### src/common/accel_regs_pkg.sv
package accel_regs_pkg;
    // Register byte offsets
    localparam logic [11:0] OFS_CTRL = 12'h000;
    localparam logic [11:0] OFS_GIE = 12'h004;
    localparam logic [11:0] OFS_IER_SET = 12'h008;
    localparam logic [11:0] OFS_IER_CLR = 12'h00C;
    localparam logic [11:0] OFS_ISR = 12'h010;
    localparam logic [11:0] OFS_IER = 12'h014;
    localparam logic [11:0] OFS_RES_VAL = 12'h018;
    localparam logic [11:0] OFS_RES_FLAG = 12'h01C;
    localparam logic [11:0] OFS_ARG_FLAG = 12'h020;
    localparam logic [11:0] OFS_ARR8_BASE = 12'h400;
    localparam logic [11:0] OFS_ARR64_BASE = 12'h800;
    // Control register fields
    localparam int CTRL_LAUNCH_BIT = 0;
    localparam int CTRL_AUTO_BIT = 1;
    // Interrupt source positions
    localparam int SRC_DONE = 0;
    localparam int SRC_ACCEPT = 1;
    localparam int NUM_SRC = 2;
    // Reset values and unmapped read data
    localparam logic [NUM_SRC-1:0] IER_RESET = 2'h0;
    localparam logic [31:0] UNMAPPED_DATA = 32'h0000_0000;
    // Status flags of the attached kernel, carried together
    typedef struct packed {
        logic completion_event;
        logic input_accept_event;
        logic argument_valid_flag;
        logic argument_ack_flag;
    } kernel_status_type;
endpackage

### src/hdl/accel_ctrl_irq_regs.sv
// The implementer's own choices: the placing of the registers and the APB register port.
`timescale 1ns/100ps
// Notes on behaviour
// - A global enable, set or cleared by software, forces the interrupt low while cleared.
// - The interrupt logic exists only when the block has a launch request port.
// - Two interrupt sources: bit 0 completion, bit 1 input accept.
// - Writing the enable-set register turns on sources whose mask bit is one.
// - Writing the enable-clear register turns off sources whose mask bit is one.
// - Writing the status register toggles bits whose mask bit is one.
// - Reading the enable register shows one bit per enabled source.
// - Reading the status register shows one bit per triggered source.
// - Array elements narrower than 16 bits are packed several to a word.
// - Array elements wider than 32 bits span consecutive word addresses.
// - Arrays take 32-bit word writes and reads at an offset from their base.
// - Arrays also take byte-wide writes at an offset from their base; reads always return the whole 32-bit word.
// - Each scalar output argument has a readable value register.
// - An output argument's valid flag is readable.
// - An input argument's acknowledge flag is readable.
// - With auto-restart on, the launch request reasserts when completion occurs.
module accel_ctrl_irq_regs
    import accel_regs_pkg::*;
#(
    parameter bit HAS_LAUNCH = 1'b1,
    parameter int ARR8_WORDS = 16,
    parameter int ARR64_ELEMS = 8,
    parameter int RES_WIDTH = 32
) (
    // Clock and reset
    input wire logic clk_i,
    input wire logic rst_n_i,
    // APB slave
    input wire logic psel_i,
    input wire logic penable_i,
    input wire logic pwrite_i,
    input wire logic [11:0] paddr_i,
    input wire logic [31:0] pwdata_i,
    input wire logic [3:0] pstrb_i,
    output logic pready_o,
    output logic [31:0] prdata_o,
    output logic pslverr_o,
    // Kernel side
    input wire kernel_status_type kstat_i,
    input wire logic [RES_WIDTH-1:0] result_i,
    output logic launch_request_o,
    output logic irq_o
);
    localparam int A8W = $clog2(ARR8_WORDS);
    localparam int A64W = $clog2(2 * ARR64_ELEMS);

    initial
    begin
        if (RES_WIDTH < 1 || RES_WIDTH > 32) $error("RES_WIDTH must be 1..32");
        if (ARR8_WORDS < 2 || ARR64_ELEMS < 1) $error("array sizes too small");
        if (4 * ARR8_WORDS > 1024 || 8 * ARR64_ELEMS > 1024) $error("array too large for window");
    end

    ////////////////////////////////////////////////////////////////////////
    // Bus decode

    typedef enum {ST_IDLE, ST_WAIT} bus_state_type;
    bus_state_type bus_state_r;
    logic setup_w;
    logic access_w;
    logic wr_w;
    logic rd_w;
    logic in_arr8_w;
    logic in_arr64_w;
    logic regs_hit_w;

    // Word index within a window
    function automatic logic [9:0] word_idx(input logic [11:0] a);
        word_idx = a[11:2] & 10'h0FF;
    endfunction

    assign setup_w = psel_i && !penable_i;
    assign in_arr8_w = (paddr_i[11:10] == OFS_ARR8_BASE[11:10]) && (word_idx(paddr_i) < 10'(ARR8_WORDS));
    assign in_arr64_w = (paddr_i[11:10] == OFS_ARR64_BASE[11:10]) && (word_idx(paddr_i) < 10'(2 * ARR64_ELEMS));
    assign regs_hit_w = (paddr_i == OFS_CTRL) || (paddr_i == OFS_GIE) || (paddr_i == OFS_IER_SET)
        || (paddr_i == OFS_IER_CLR) || (paddr_i == OFS_ISR) || (paddr_i == OFS_IER)
        || (paddr_i == OFS_RES_VAL) || (paddr_i == OFS_RES_FLAG) || (paddr_i == OFS_ARG_FLAG);

    // Arrays need one wait cycle for registered memory reads
    always_ff @(posedge clk_i or negedge rst_n_i)
    begin
        if (!rst_n_i)
            bus_state_r <= ST_IDLE;
        else
        begin
            unique case (bus_state_r)
                ST_IDLE: if (psel_i && penable_i && (in_arr8_w || in_arr64_w) && !pwrite_i) bus_state_r <= ST_WAIT;
                ST_WAIT: bus_state_r <= ST_IDLE;
            endcase
        end
    end

    assign pready_o = !(psel_i && penable_i && (in_arr8_w || in_arr64_w) && !pwrite_i) || bus_state_r == ST_WAIT;
    assign access_w = psel_i && penable_i && pready_o;
    assign wr_w = access_w && pwrite_i;
    assign rd_w = access_w && !pwrite_i;
    assign pslverr_o = access_w && !regs_hit_w && !in_arr8_w && !in_arr64_w;

    ////////////////////////////////////////////////////////////////////////
    // Control: launch request and auto-restart

    logic auto_restart_r;
    logic launch_r;
    logic ctrl_wr_w;

    assign ctrl_wr_w = wr_w && paddr_i == OFS_CTRL && pstrb_i[0];

    // Auto-restart flag
    always_ff @(posedge clk_i or negedge rst_n_i)
    begin
        if (!rst_n_i)
            auto_restart_r <= 1'b0;
        else if (ctrl_wr_w)
            auto_restart_r <= pwdata_i[CTRL_AUTO_BIT];
    end

    // Launch request held until the kernel accepts its inputs
    always_ff @(posedge clk_i or negedge rst_n_i)
    begin
        if (!rst_n_i)
            launch_r <= 1'b0;
        else if (ctrl_wr_w && pwdata_i[CTRL_LAUNCH_BIT])
            launch_r <= 1'b1;
        else if (auto_restart_r && kstat_i.completion_event)
            launch_r <= 1'b1;
        else if (kstat_i.input_accept_event)
            launch_r <= 1'b0;
    end

    assign launch_request_o = HAS_LAUNCH ? launch_r : 1'b0;

    ////////////////////////////////////////////////////////////////////////
    // Interrupt logic

    logic gie_w;
    logic [NUM_SRC-1:0] ier_w;
    logic [NUM_SRC-1:0] isr_w;
    logic [NUM_SRC-1:0] events_w;

    // Source mapping
    assign events_w[SRC_DONE] = kstat_i.completion_event;
    assign events_w[SRC_ACCEPT] = kstat_i.input_accept_event;

    // Built only with a launch port
    generate
        if (HAS_LAUNCH)
        begin : g_irq
            irq_unit u_irq (
                .clk_i(clk_i),
                .rst_n_i(rst_n_i),
                .gie_wr_i(wr_w && paddr_i == OFS_GIE && pstrb_i[0]),
                .gie_val_i(pwdata_i[0]),
                .ier_set_i(wr_w && paddr_i == OFS_IER_SET && pstrb_i[0]),
                .ier_clr_i(wr_w && paddr_i == OFS_IER_CLR && pstrb_i[0]),
                .isr_wr_i(wr_w && paddr_i == OFS_ISR && pstrb_i[0]),
                .mask_i(pwdata_i[NUM_SRC-1:0]),
                .event_i(events_w),
                .gie_o(gie_w),
                .ier_o(ier_w),
                .isr_o(isr_w),
                .irq_o(irq_o)
            );
        end
        else
        begin : g_noirq
            assign gie_w = 1'b0;
            assign ier_w = '0;
            assign isr_w = '0;
            assign irq_o = 1'b0;
        end
    endgenerate

    ////////////////////////////////////////////////////////////////////////
    // Argument arrays

    logic [31:0] arr8_rd_w;
    logic [31:0] arr64_rd_w;

    // 8-bit elements packed four per word, byte strobes honoured
    arg_array_mem #(.DEPTH(ARR8_WORDS), .AW(A8W)) u_arr8 (
        .clk_i(clk_i),
        .addr_i(paddr_i[A8W+1:2]),
        .wstrb_i((wr_w && in_arr8_w) ? pstrb_i : 4'h0),
        .wdata_i(pwdata_i),
        .rdata_o(arr8_rd_w)
    );

    // 64-bit elements: low word at even index, high word at odd index
    arg_array_mem #(.DEPTH(2 * ARR64_ELEMS), .AW(A64W)) u_arr64 (
        .clk_i(clk_i),
        .addr_i(paddr_i[A64W+1:2]),
        .wstrb_i((wr_w && in_arr64_w) ? pstrb_i : 4'h0),
        .wdata_i(pwdata_i),
        .rdata_o(arr64_rd_w)
    );

    ////////////////////////////////////////////////////////////////////////
    // Read data

    logic [31:0] rd_nxt;
    logic rd_load_w;

    // Register reads load at the setup edge; array reads load again once the memory word has arrived,
    // so the data already stands in the cycle in which pready is high
    assign rd_load_w = psel_i && !pwrite_i && (setup_w || (penable_i && !pready_o));

    // Register read mux
    always_comb
    begin
        rd_nxt = UNMAPPED_DATA;
        if (in_arr8_w)
            rd_nxt = arr8_rd_w;
        else if (in_arr64_w)
            rd_nxt = arr64_rd_w;
        else if (paddr_i == OFS_CTRL)
            rd_nxt = {30'h0, auto_restart_r, launch_r};
        else if (paddr_i == OFS_GIE)
            rd_nxt = {31'h0, gie_w};
        else if (paddr_i == OFS_IER)
            rd_nxt = {30'h0, ier_w};
        else if (paddr_i == OFS_ISR)
            rd_nxt = {30'h0, isr_w};
        else if (paddr_i == OFS_RES_VAL)
            rd_nxt = 32'(result_i);
        else if (paddr_i == OFS_RES_FLAG)
            rd_nxt = {31'h0, kstat_i.argument_valid_flag};
        else if (paddr_i == OFS_ARG_FLAG)
            rd_nxt = {31'h0, kstat_i.argument_ack_flag};
    end

    // Read data registered ahead of the completing edge and held through it
    always_ff @(posedge clk_i or negedge rst_n_i)
    begin
        if (!rst_n_i)
            prdata_o <= 32'h0000_0000;
        else if (rd_load_w)
            prdata_o <= rd_nxt;
    end
endmodule

### src/hdl/arg_array_mem.sv
`timescale 1ns/100ps
// Word-wide array store with byte write enables and registered read data
module arg_array_mem #(
    parameter int DEPTH = 64,
    parameter int AW = 6
) (
    // Clock
    input wire logic clk_i,
    // Access port
    input wire logic [AW-1:0] addr_i,
    input wire logic [3:0] wstrb_i,
    input wire logic [31:0] wdata_i,
    output logic [31:0] rdata_o
);
    logic [31:0] mem [DEPTH];

    initial
    begin
        if (DEPTH > (1 << AW)) $error("arg_array_mem: DEPTH exceeds address range");
    end

    // Byte-lane writes; read data registered
    always_ff @(posedge clk_i)
    begin
        for (int b = 0; b < 4; b++)
        begin
            if (wstrb_i[b])
                mem[addr_i][8*b +: 8] <= wdata_i[8*b +: 8];
        end
        rdata_o <= mem[addr_i];
    end
endmodule

### src/hdl/irq_unit.sv
`timescale 1ns/100ps
// Global and per-source interrupt enables and toggle-cleared status
module irq_unit
    import accel_regs_pkg::*;
(
    // Clock and reset
    input wire logic clk_i,
    input wire logic rst_n_i,
    // Software controls
    input wire logic gie_wr_i,
    input wire logic gie_val_i,
    input wire logic ier_set_i,
    input wire logic ier_clr_i,
    input wire logic isr_wr_i,
    input wire logic [NUM_SRC-1:0] mask_i,
    // Events
    input wire logic [NUM_SRC-1:0] event_i,
    // State
    output logic gie_o,
    output logic [NUM_SRC-1:0] ier_o,
    output logic [NUM_SRC-1:0] isr_o,
    output logic irq_o
);
    // Global enable
    always_ff @(posedge clk_i or negedge rst_n_i)
    begin
        if (!rst_n_i)
            gie_o <= 1'b0;
        else if (gie_wr_i)
            gie_o <= gie_val_i;
    end

    // Source enables: set and clear masks
    always_ff @(posedge clk_i or negedge rst_n_i)
    begin
        if (!rst_n_i)
            ier_o <= IER_RESET;
        else if (ier_set_i)
            ier_o <= ier_o | mask_i;
        else if (ier_clr_i)
            ier_o <= ier_o & ~mask_i;
    end

    // Status: toggle by mask, event set wins
    always_ff @(posedge clk_i or negedge rst_n_i)
    begin
        if (!rst_n_i)
            isr_o <= '0;
        else
            isr_o <= (isr_wr_i ? (isr_o ^ mask_i) : isr_o) | event_i;
    end

    // Level interrupt
    assign irq_o = gie_o && |(ier_o & isr_o);
endmodule

### config.mk
export PLATFORM = sky130hd
export DESIGN_NAME = accel_ctrl_irq_regs
export DESIGN_NICKNAME = d
export VERILOG_FILES = /design/src/common/accel_regs_pkg.sv /design/src/hdl/accel_ctrl_irq_regs.sv /design/src/hdl/arg_array_mem.sv /design/src/hdl/irq_unit.sv
export SDC_FILE = /design/constraint.sdc
export NUM_CORES = 1
export LEC_CHECK = 0
export ABC_AREA = 1
export BUFFER_PORTS_ARGS = -buffer_cell sky130_fd_sc_hd__buf_2
export CORE_MARGIN = 10
export CORE_UTILIZATION = 35
export DETAILED_ROUTE_END_ITERATION = 8
export PLACE_DENSITY_LB_ADDON = 0.15
export SLEW_MARGIN = 10
export SYNTH_ARGS = -nofsm -noshare
export SYNTH_HDL_FRONTEND = slang
export SYNTH_HIERARCHICAL = 1
export SYNTH_SLANG_ARGS = --single-unit
### constraint.sdc
create_clock -name clk_i -period 3.3 [get_ports clk_i]
set_input_delay 0.495 -clock clk_i [delete_from_list [all_inputs] [get_ports clk_i]]
set_output_delay 0.495 -clock clk_i [all_outputs]
set_load 0.05 [all_outputs]
==> impl_metrics.xml <==
<?xml version="1.0" encoding="UTF-8"?>
<metrics>
  <group name="cells_and_area">
    <metric name="most_common_cell_after_layout_fill_and_taps_aside" unit="">sky130_fd_sc_hd__nand2_1</metric>
    <metric name="area_growth" unit="%">14.88</metric>
    <metric name="final_net_count" unit="">5041</metric>
    <metric name="count_of_fill_cells_added_during_filler_insertion" unit="">13370</metric>
    <metric name="multiInputGateArea" unit="um2">12530</metric>
    <metric name="stdcell_count" unit="">6835</metric>
    <metric name="drive_above_1_share" unit="%">10.83</metric>
    <metric name="register_area" unit="um2">33030</metric>
    <metric name="most-common-layout-cells" unit="">sky130_fd_sc_hd__nand2_1, sky130_fd_sc_hd__edfxtp_1, sky130_fd_sc_hd__inv_1</metric>
  </group>
  <group name="floorplan">
    <metric name="number_of_cell_rows" unit="">135</metric>
    <metric name="die_w" unit="um">388.5</metric>
    <metric name="core_area" unit="um2">135100</metric>
    <metric name="floorplan.die.height" unit="um">388.5</metric>
    <metric name="initial_utilization" unit="%">35.17</metric>
    <metric name="die_area" unit="um2">150900</metric>
    <metric name="io-pin-count" unit="">125</metric>
  </group>
  <group name="setup_path">
    <metric name="max_stage_delay" unit="ns">0.41</metric>
    <metric name="worstPathArrival" unit="ns">2.10</metric>
    <metric name="crit-reg2reg-launch" unit="">bus_state_r[0]</metric>
    <metric name="cp_cell_sequence" unit="">nand2_1 &gt; a21oi_1 &gt; buf_4 &gt; buf_2</metric>
    <metric name="critPathKind" unit="">flip-flop to output port</metric>
    <metric name="timing.reg2reg.setup_slack" unit="ns">1.89</metric>
    <metric name="worst_setup_path_end_kind" unit="">output port</metric>
    <metric name="setup.worst_path.start_class" unit="">flip-flop</metric>
    <metric name="max_stage_delay_cell_worst_path" unit="">sky130_fd_sc_hd__dfrtp_1</metric>
    <metric name="r2r_cells" unit="">7</metric>
    <metric name="timing.rr.end" unit="">prdata_o[16]</metric>
    <metric name="path_max_fanout" unit="">4</metric>
    <metric name="worstPathRequired" unit="ns">2.80</metric>
  </group>
  <group name="run">
    <metric name="max-cap-violations" unit="">0</metric>
  </group>
  <group name="cts">
    <metric name="clkSlewWorstSetupHoldPaths" unit="ns">0.06</metric>
    <metric name="cts.repair_timing.setup_buffer_count" unit="">0</metric>
    <metric name="cts.repair.resized" unit="">0</metric>
    <metric name="cts.path.max_buffers" unit="">3</metric>
    <metric name="clockRootBuffer" unit="">sky130_fd_sc_hd__clkbuf_16</metric>
    <metric name="clkSinkCount" unit="">1128</metric>
    <metric name="tritoncts" unit="">built</metric>
    <metric name="worst_skew_pair.late_latency" unit="ns">0.73</metric>
    <metric name="cts_hold_buf" unit="">4</metric>
    <metric name="cts-buffers-inserted" unit="">119</metric>
    <metric name="htreeDepth" unit="">3</metric>
  </group>
  <group name="place">
    <metric name="hpwl" unit="um">88910</metric>
    <metric name="pre_cts_slack" unit="ns">0.2334</metric>
    <metric name="numPortBuffers" unit="">124</metric>
    <metric name="dpl.cell_count" unit="">6608</metric>
    <metric name="routabilityCongestion" unit="">0.8101</metric>
  </group>
  <group name="timing">
    <metric name="fin_worst_hold_slack" unit="ns">0.06917</metric>
    <metric name="maxSlewViolCount" unit="">0</metric>
    <metric name="timing.final.crit_share" unit="%">78.53</metric>
    <metric name="finalWorstSetupSlack" unit="ns">0.7085</metric>
    <metric name="finalSetupViolations" unit="">0</metric>
    <metric name="timing.setup.tns" unit="ns">0</metric>
    <metric name="clock.fmax" unit="MHz">385.9</metric>
    <metric name="worst_pin_slew" unit="ns">0.9548</metric>
    <metric name="timing.slew.headroom" unit="%">36.35</metric>
    <metric name="period_minus_slack" unit="ns">2.592</metric>
    <metric name="timing.final.hold_violations" unit="">0</metric>
    <metric name="worst_clock_skew" unit="ns">0.02739</metric>
    <metric name="rsz0062_at_grt" unit="">false</metric>
  </group>
  <group name="hold_path">
    <metric name="hold-path-endpoint" unit="">bus_state_r[0]</metric>
    <metric name="holdPathStages" unit="">3</metric>
    <metric name="min_from" unit="">penable_i</metric>
    <metric name="hp_class" unit="">input port to flip-flop</metric>
  </group>
  <group name="synth">
    <metric name="postSynthRegisterBits" unit="">1128</metric>
    <metric name="synthMuxAreaShare" unit="%">0.03159</metric>
    <metric name="netlist-cell-type-count" unit="">32</metric>
    <metric name="post_synthesis_compound_gate_area_fraction" unit="%">0.9899</metric>
    <metric name="yosys_warnings" unit="">6</metric>
    <metric name="area_share_of_and_or_nand_nor_cells_after_synthesis" unit="%">25.27</metric>
    <metric name="dominant_combinational_cell_family_by_area_after_synthesis" unit="">simple AND/OR/NAND/NOR gates</metric>
    <metric name="post_synthesis_instance_area" unit="um2">47520</metric>
    <metric name="cells_after_synthesis" unit="">4751</metric>
    <metric name="synthesis.area_per_instance" unit="um2">10.00</metric>
    <metric name="synth_xor_xnor_area_share" unit="%">0</metric>
    <metric name="syn-num-nets" unit="">4840</metric>
    <metric name="area_share_of_fa_ha_maj_cells_after_synthesis" unit="%">0</metric>
    <metric name="seq_area_frac_synth" unit="%">69.51</metric>
  </group>
  <group name="routing">
    <metric name="route.met2.wl" unit="um">63770</metric>
    <metric name="drt-vias-per-instance" unit="">4.677</metric>
    <metric name="wl_per_cell" unit="um">20.83</metric>
    <metric name="initial_drt_markers" unit="">2608</metric>
    <metric name="drtPass1Iterations" unit="">5</metric>
    <metric name="dr.max_layer_used" unit="">met5</metric>
    <metric name="route.met3.wl" unit="um">9869</metric>
    <metric name="drc" unit="">0</metric>
    <metric name="route.vias.total" unit="">31970</metric>
    <metric name="finalWirelength" unit="um">142400</metric>
    <metric name="met1_length" unit="um">64770</metric>
    <metric name="ant_nets" unit="">0</metric>
  </group>
  <group name="grt">
    <metric name="grt_antenna_before_repair" unit="">4</metric>
    <metric name="globalRouteTotalUtil" unit="%">18.45</metric>
    <metric name="first_pass_grt_wire_length" unit="um">207500</metric>
    <metric name="grt_start_max_net_pins" unit="">167</metric>
    <metric name="grt_remaining_overflow" unit="">0</metric>
    <metric name="number_of_global_route_vias_before_repair" unit="">31330</metric>
  </group>
  <group name="power_and_ir_drop">
    <metric name="internal-power" unit="mW">24.09</metric>
    <metric name="switchingPower" unit="mW">7.018</metric>
    <metric name="max-vdd-ir-drop" unit="mV">0.4404</metric>
    <metric name="share_clk_of_total_power" unit="%">43.8</metric>
    <metric name="power_frac_seq" unit="%">50.5</metric>
    <metric name="sw_share" unit="%">22.56</metric>
    <metric name="cell_leakage_power" unit="nW">23.08</metric>
    <metric name="combinationalPowerShare" unit="%">5.7</metric>
    <metric name="power-per-cell-area" unit="nW/um2">569.9</metric>
  </group>
  <group name="status">
    <metric name="outcome" unit="">finished, final reports clean</metric>
  </group>
</metrics>
## per-stage QoR
step	power, mW	utilization [%]	instance area (um2)
2_1_floorplan	16.96	-	47520
3_3_place_gp	17.81	37.42	50570
3_5_place_dp	17.80	37.42	50570
4_1_cts	31.46	40.40	54590
5_1_grt	32.24	40.40	54590
6_report	31.11	40.40	54590
## worst max-delay path: cells and delay by family (launching register included)
family / cells / cell delay (ns)
compound gates: 1 / 0.33
simple gates: 1 / 0.07
flops: 1 / 0.41
buf+inv: 2 / 0.56
## power by group through the flow
stage / combinational [mW] / clock (mW) / sequential, mW
after floorplan: 0.950 / 0 / 16.0
after global placement: 1.80 / 0 / 16.0
after detailed placement: 1.79 / 0 / 16.0
after CTS: 1.80 / 14.0 / 15.7
after global routing: 1.97 / 14.6 / 15.7
final: 1.76 / 13.6 / 15.7
## cell families after synthesis
| group | Yosys count |
|---|---|
| buffers and inverters | 401 |
| and+or+nand+nor | 3154 |
| DFF | 1128 |
| muxes | 1 |
| AOI/OAI and AO/OA | 67 |
## registers in the layout (all words and copies together) (netlist names), named ones only
name               cells
u_arr64/mem          512
u_arr8/mem           512
prdata_o              32
u_arr64/rdata_o       32
u_arr8/rdata_o        32
g_irq.u_irq/isr_o      2
auto_restart_r         1
bus_state_r            1
g_irq.u_irq/gie_o      1
launch_request_o       1
## worst max-delay path by stage
stage / from / endpoint / slack (ns) / cells past startpoint
3_5_place_dp: paddr_i[6] / u_arr64/mem[14][6] / 0.23 / 8
3_3_place_gp: paddr_i[6] / u_arr64/mem[14][7] / 0.25 / 8
4_1_cts: g_irq.u_irq/isr_o[1] / irq_o / 0.72 / 4
2_1_floorplan: paddr_i[6] / pslverr_o / 0.14 / 8
5_1_grt: paddr_i[5] / pslverr_o / 0.63 / 8
6_report: g_irq.u_irq/isr_o[1] / irq_o / 0.71 / 4
## cell type report
cell class,instances,share of cell area [%]
diodes,1,0.004584
flip-flops and latches,1128,60.50
repair buffers,302,3.892
inverters,179,1.267
multi-input cells,3222,22.95
well taps,1781,4.082
clock inverters,68,1.306
clock buffers,154,5.991
## cell usage after synthesis
| cell | number | area [um2] |
|---|---|---|
| sky130_fd_sc_hd__buf_4 | 55 | 412.9 |
| sky130_fd_sc_hd__nand4_2 | 1 | 12.51 |
| sky130_fd_sc_hd__nor2_2 | 15 | 93.84 |
| sky130_fd_sc_hd__nand4_1 | 3 | 18.77 |
| sky130_fd_sc_hd__clkbuf_1 | 32 | 120.1 |
| sky130_fd_sc_hd__o21ai_4 | 1 | 16.27 |
| sky130_fd_sc_hd__nand3_1 | 49 | 245.2 |
| sky130_fd_sc_hd__inv_1 | 170 | 638.1 |
| sky130_fd_sc_hd__o21ai_2 | 28 | 245.2 |
| sky130_fd_sc_hd__a32o_1 | 2 | 20.02 |
| sky130_fd_sc_hd__buf_2 | 117 | 585.6 |
| sky130_fd_sc_hd__nor4_4 | 1 | 21.27 |
| sky130_fd_sc_hd__o211ai_1 | 3 | 22.52 |
| sky130_fd_sc_hd__nor3_1 | 3 | 15.01 |
| sky130_fd_sc_hd__nor3b_1 | 2 | 15.01 |
| sky130_fd_sc_hd__edfxtp_1 | 1024 | 30750 |
| sky130_fd_sc_hd__nor4_1 | 1 | 6.260 |
| sky130_fd_sc_hd__o21ai_0 | 1 | 5.000 |
| sky130_fd_sc_hd__mux2_4 | 1 | 15.01 |
| sky130_fd_sc_hd__buf_6 | 18 | 202.7 |
| sky130_fd_sc_hd__o21ai_1 | 1 | 5.000 |
| sky130_fd_sc_hd__a21oi_1 | 30 | 150.1 |
| sky130_fd_sc_hd__inv_2 | 5 | 18.77 |
| sky130_fd_sc_hd__clkinv_1 | 2 | 7.510 |
| sky130_fd_sc_hd__nand2_2 | 3 | 18.77 |
| sky130_fd_sc_hd__inv_4 | 2 | 12.51 |
| sky130_fd_sc_hd__o22ai_1 | 1 | 6.260 |
| sky130_fd_sc_hd__nor2_4 | 2 | 22.52 |
| sky130_fd_sc_hd__dfxtp_1 | 64 | 1281 |
| sky130_fd_sc_hd__nor2_1 | 156 | 585.6 |
| sky130_fd_sc_hd__nand2_1 | 2918 | 10950 |
| sky130_fd_sc_hd__dfrtp_1 | 40 | 1001 |
## per-layer routing
layer | GRT usage, % | up-vias
met4 | 5.044 | 2
li1 | - | 15600
met2 | 28.93 | 827
met5 | 0 | -
met3 | 4.479 | 211
met1 | 25.42 | 15320
Power figures use the tool's default switching activity.
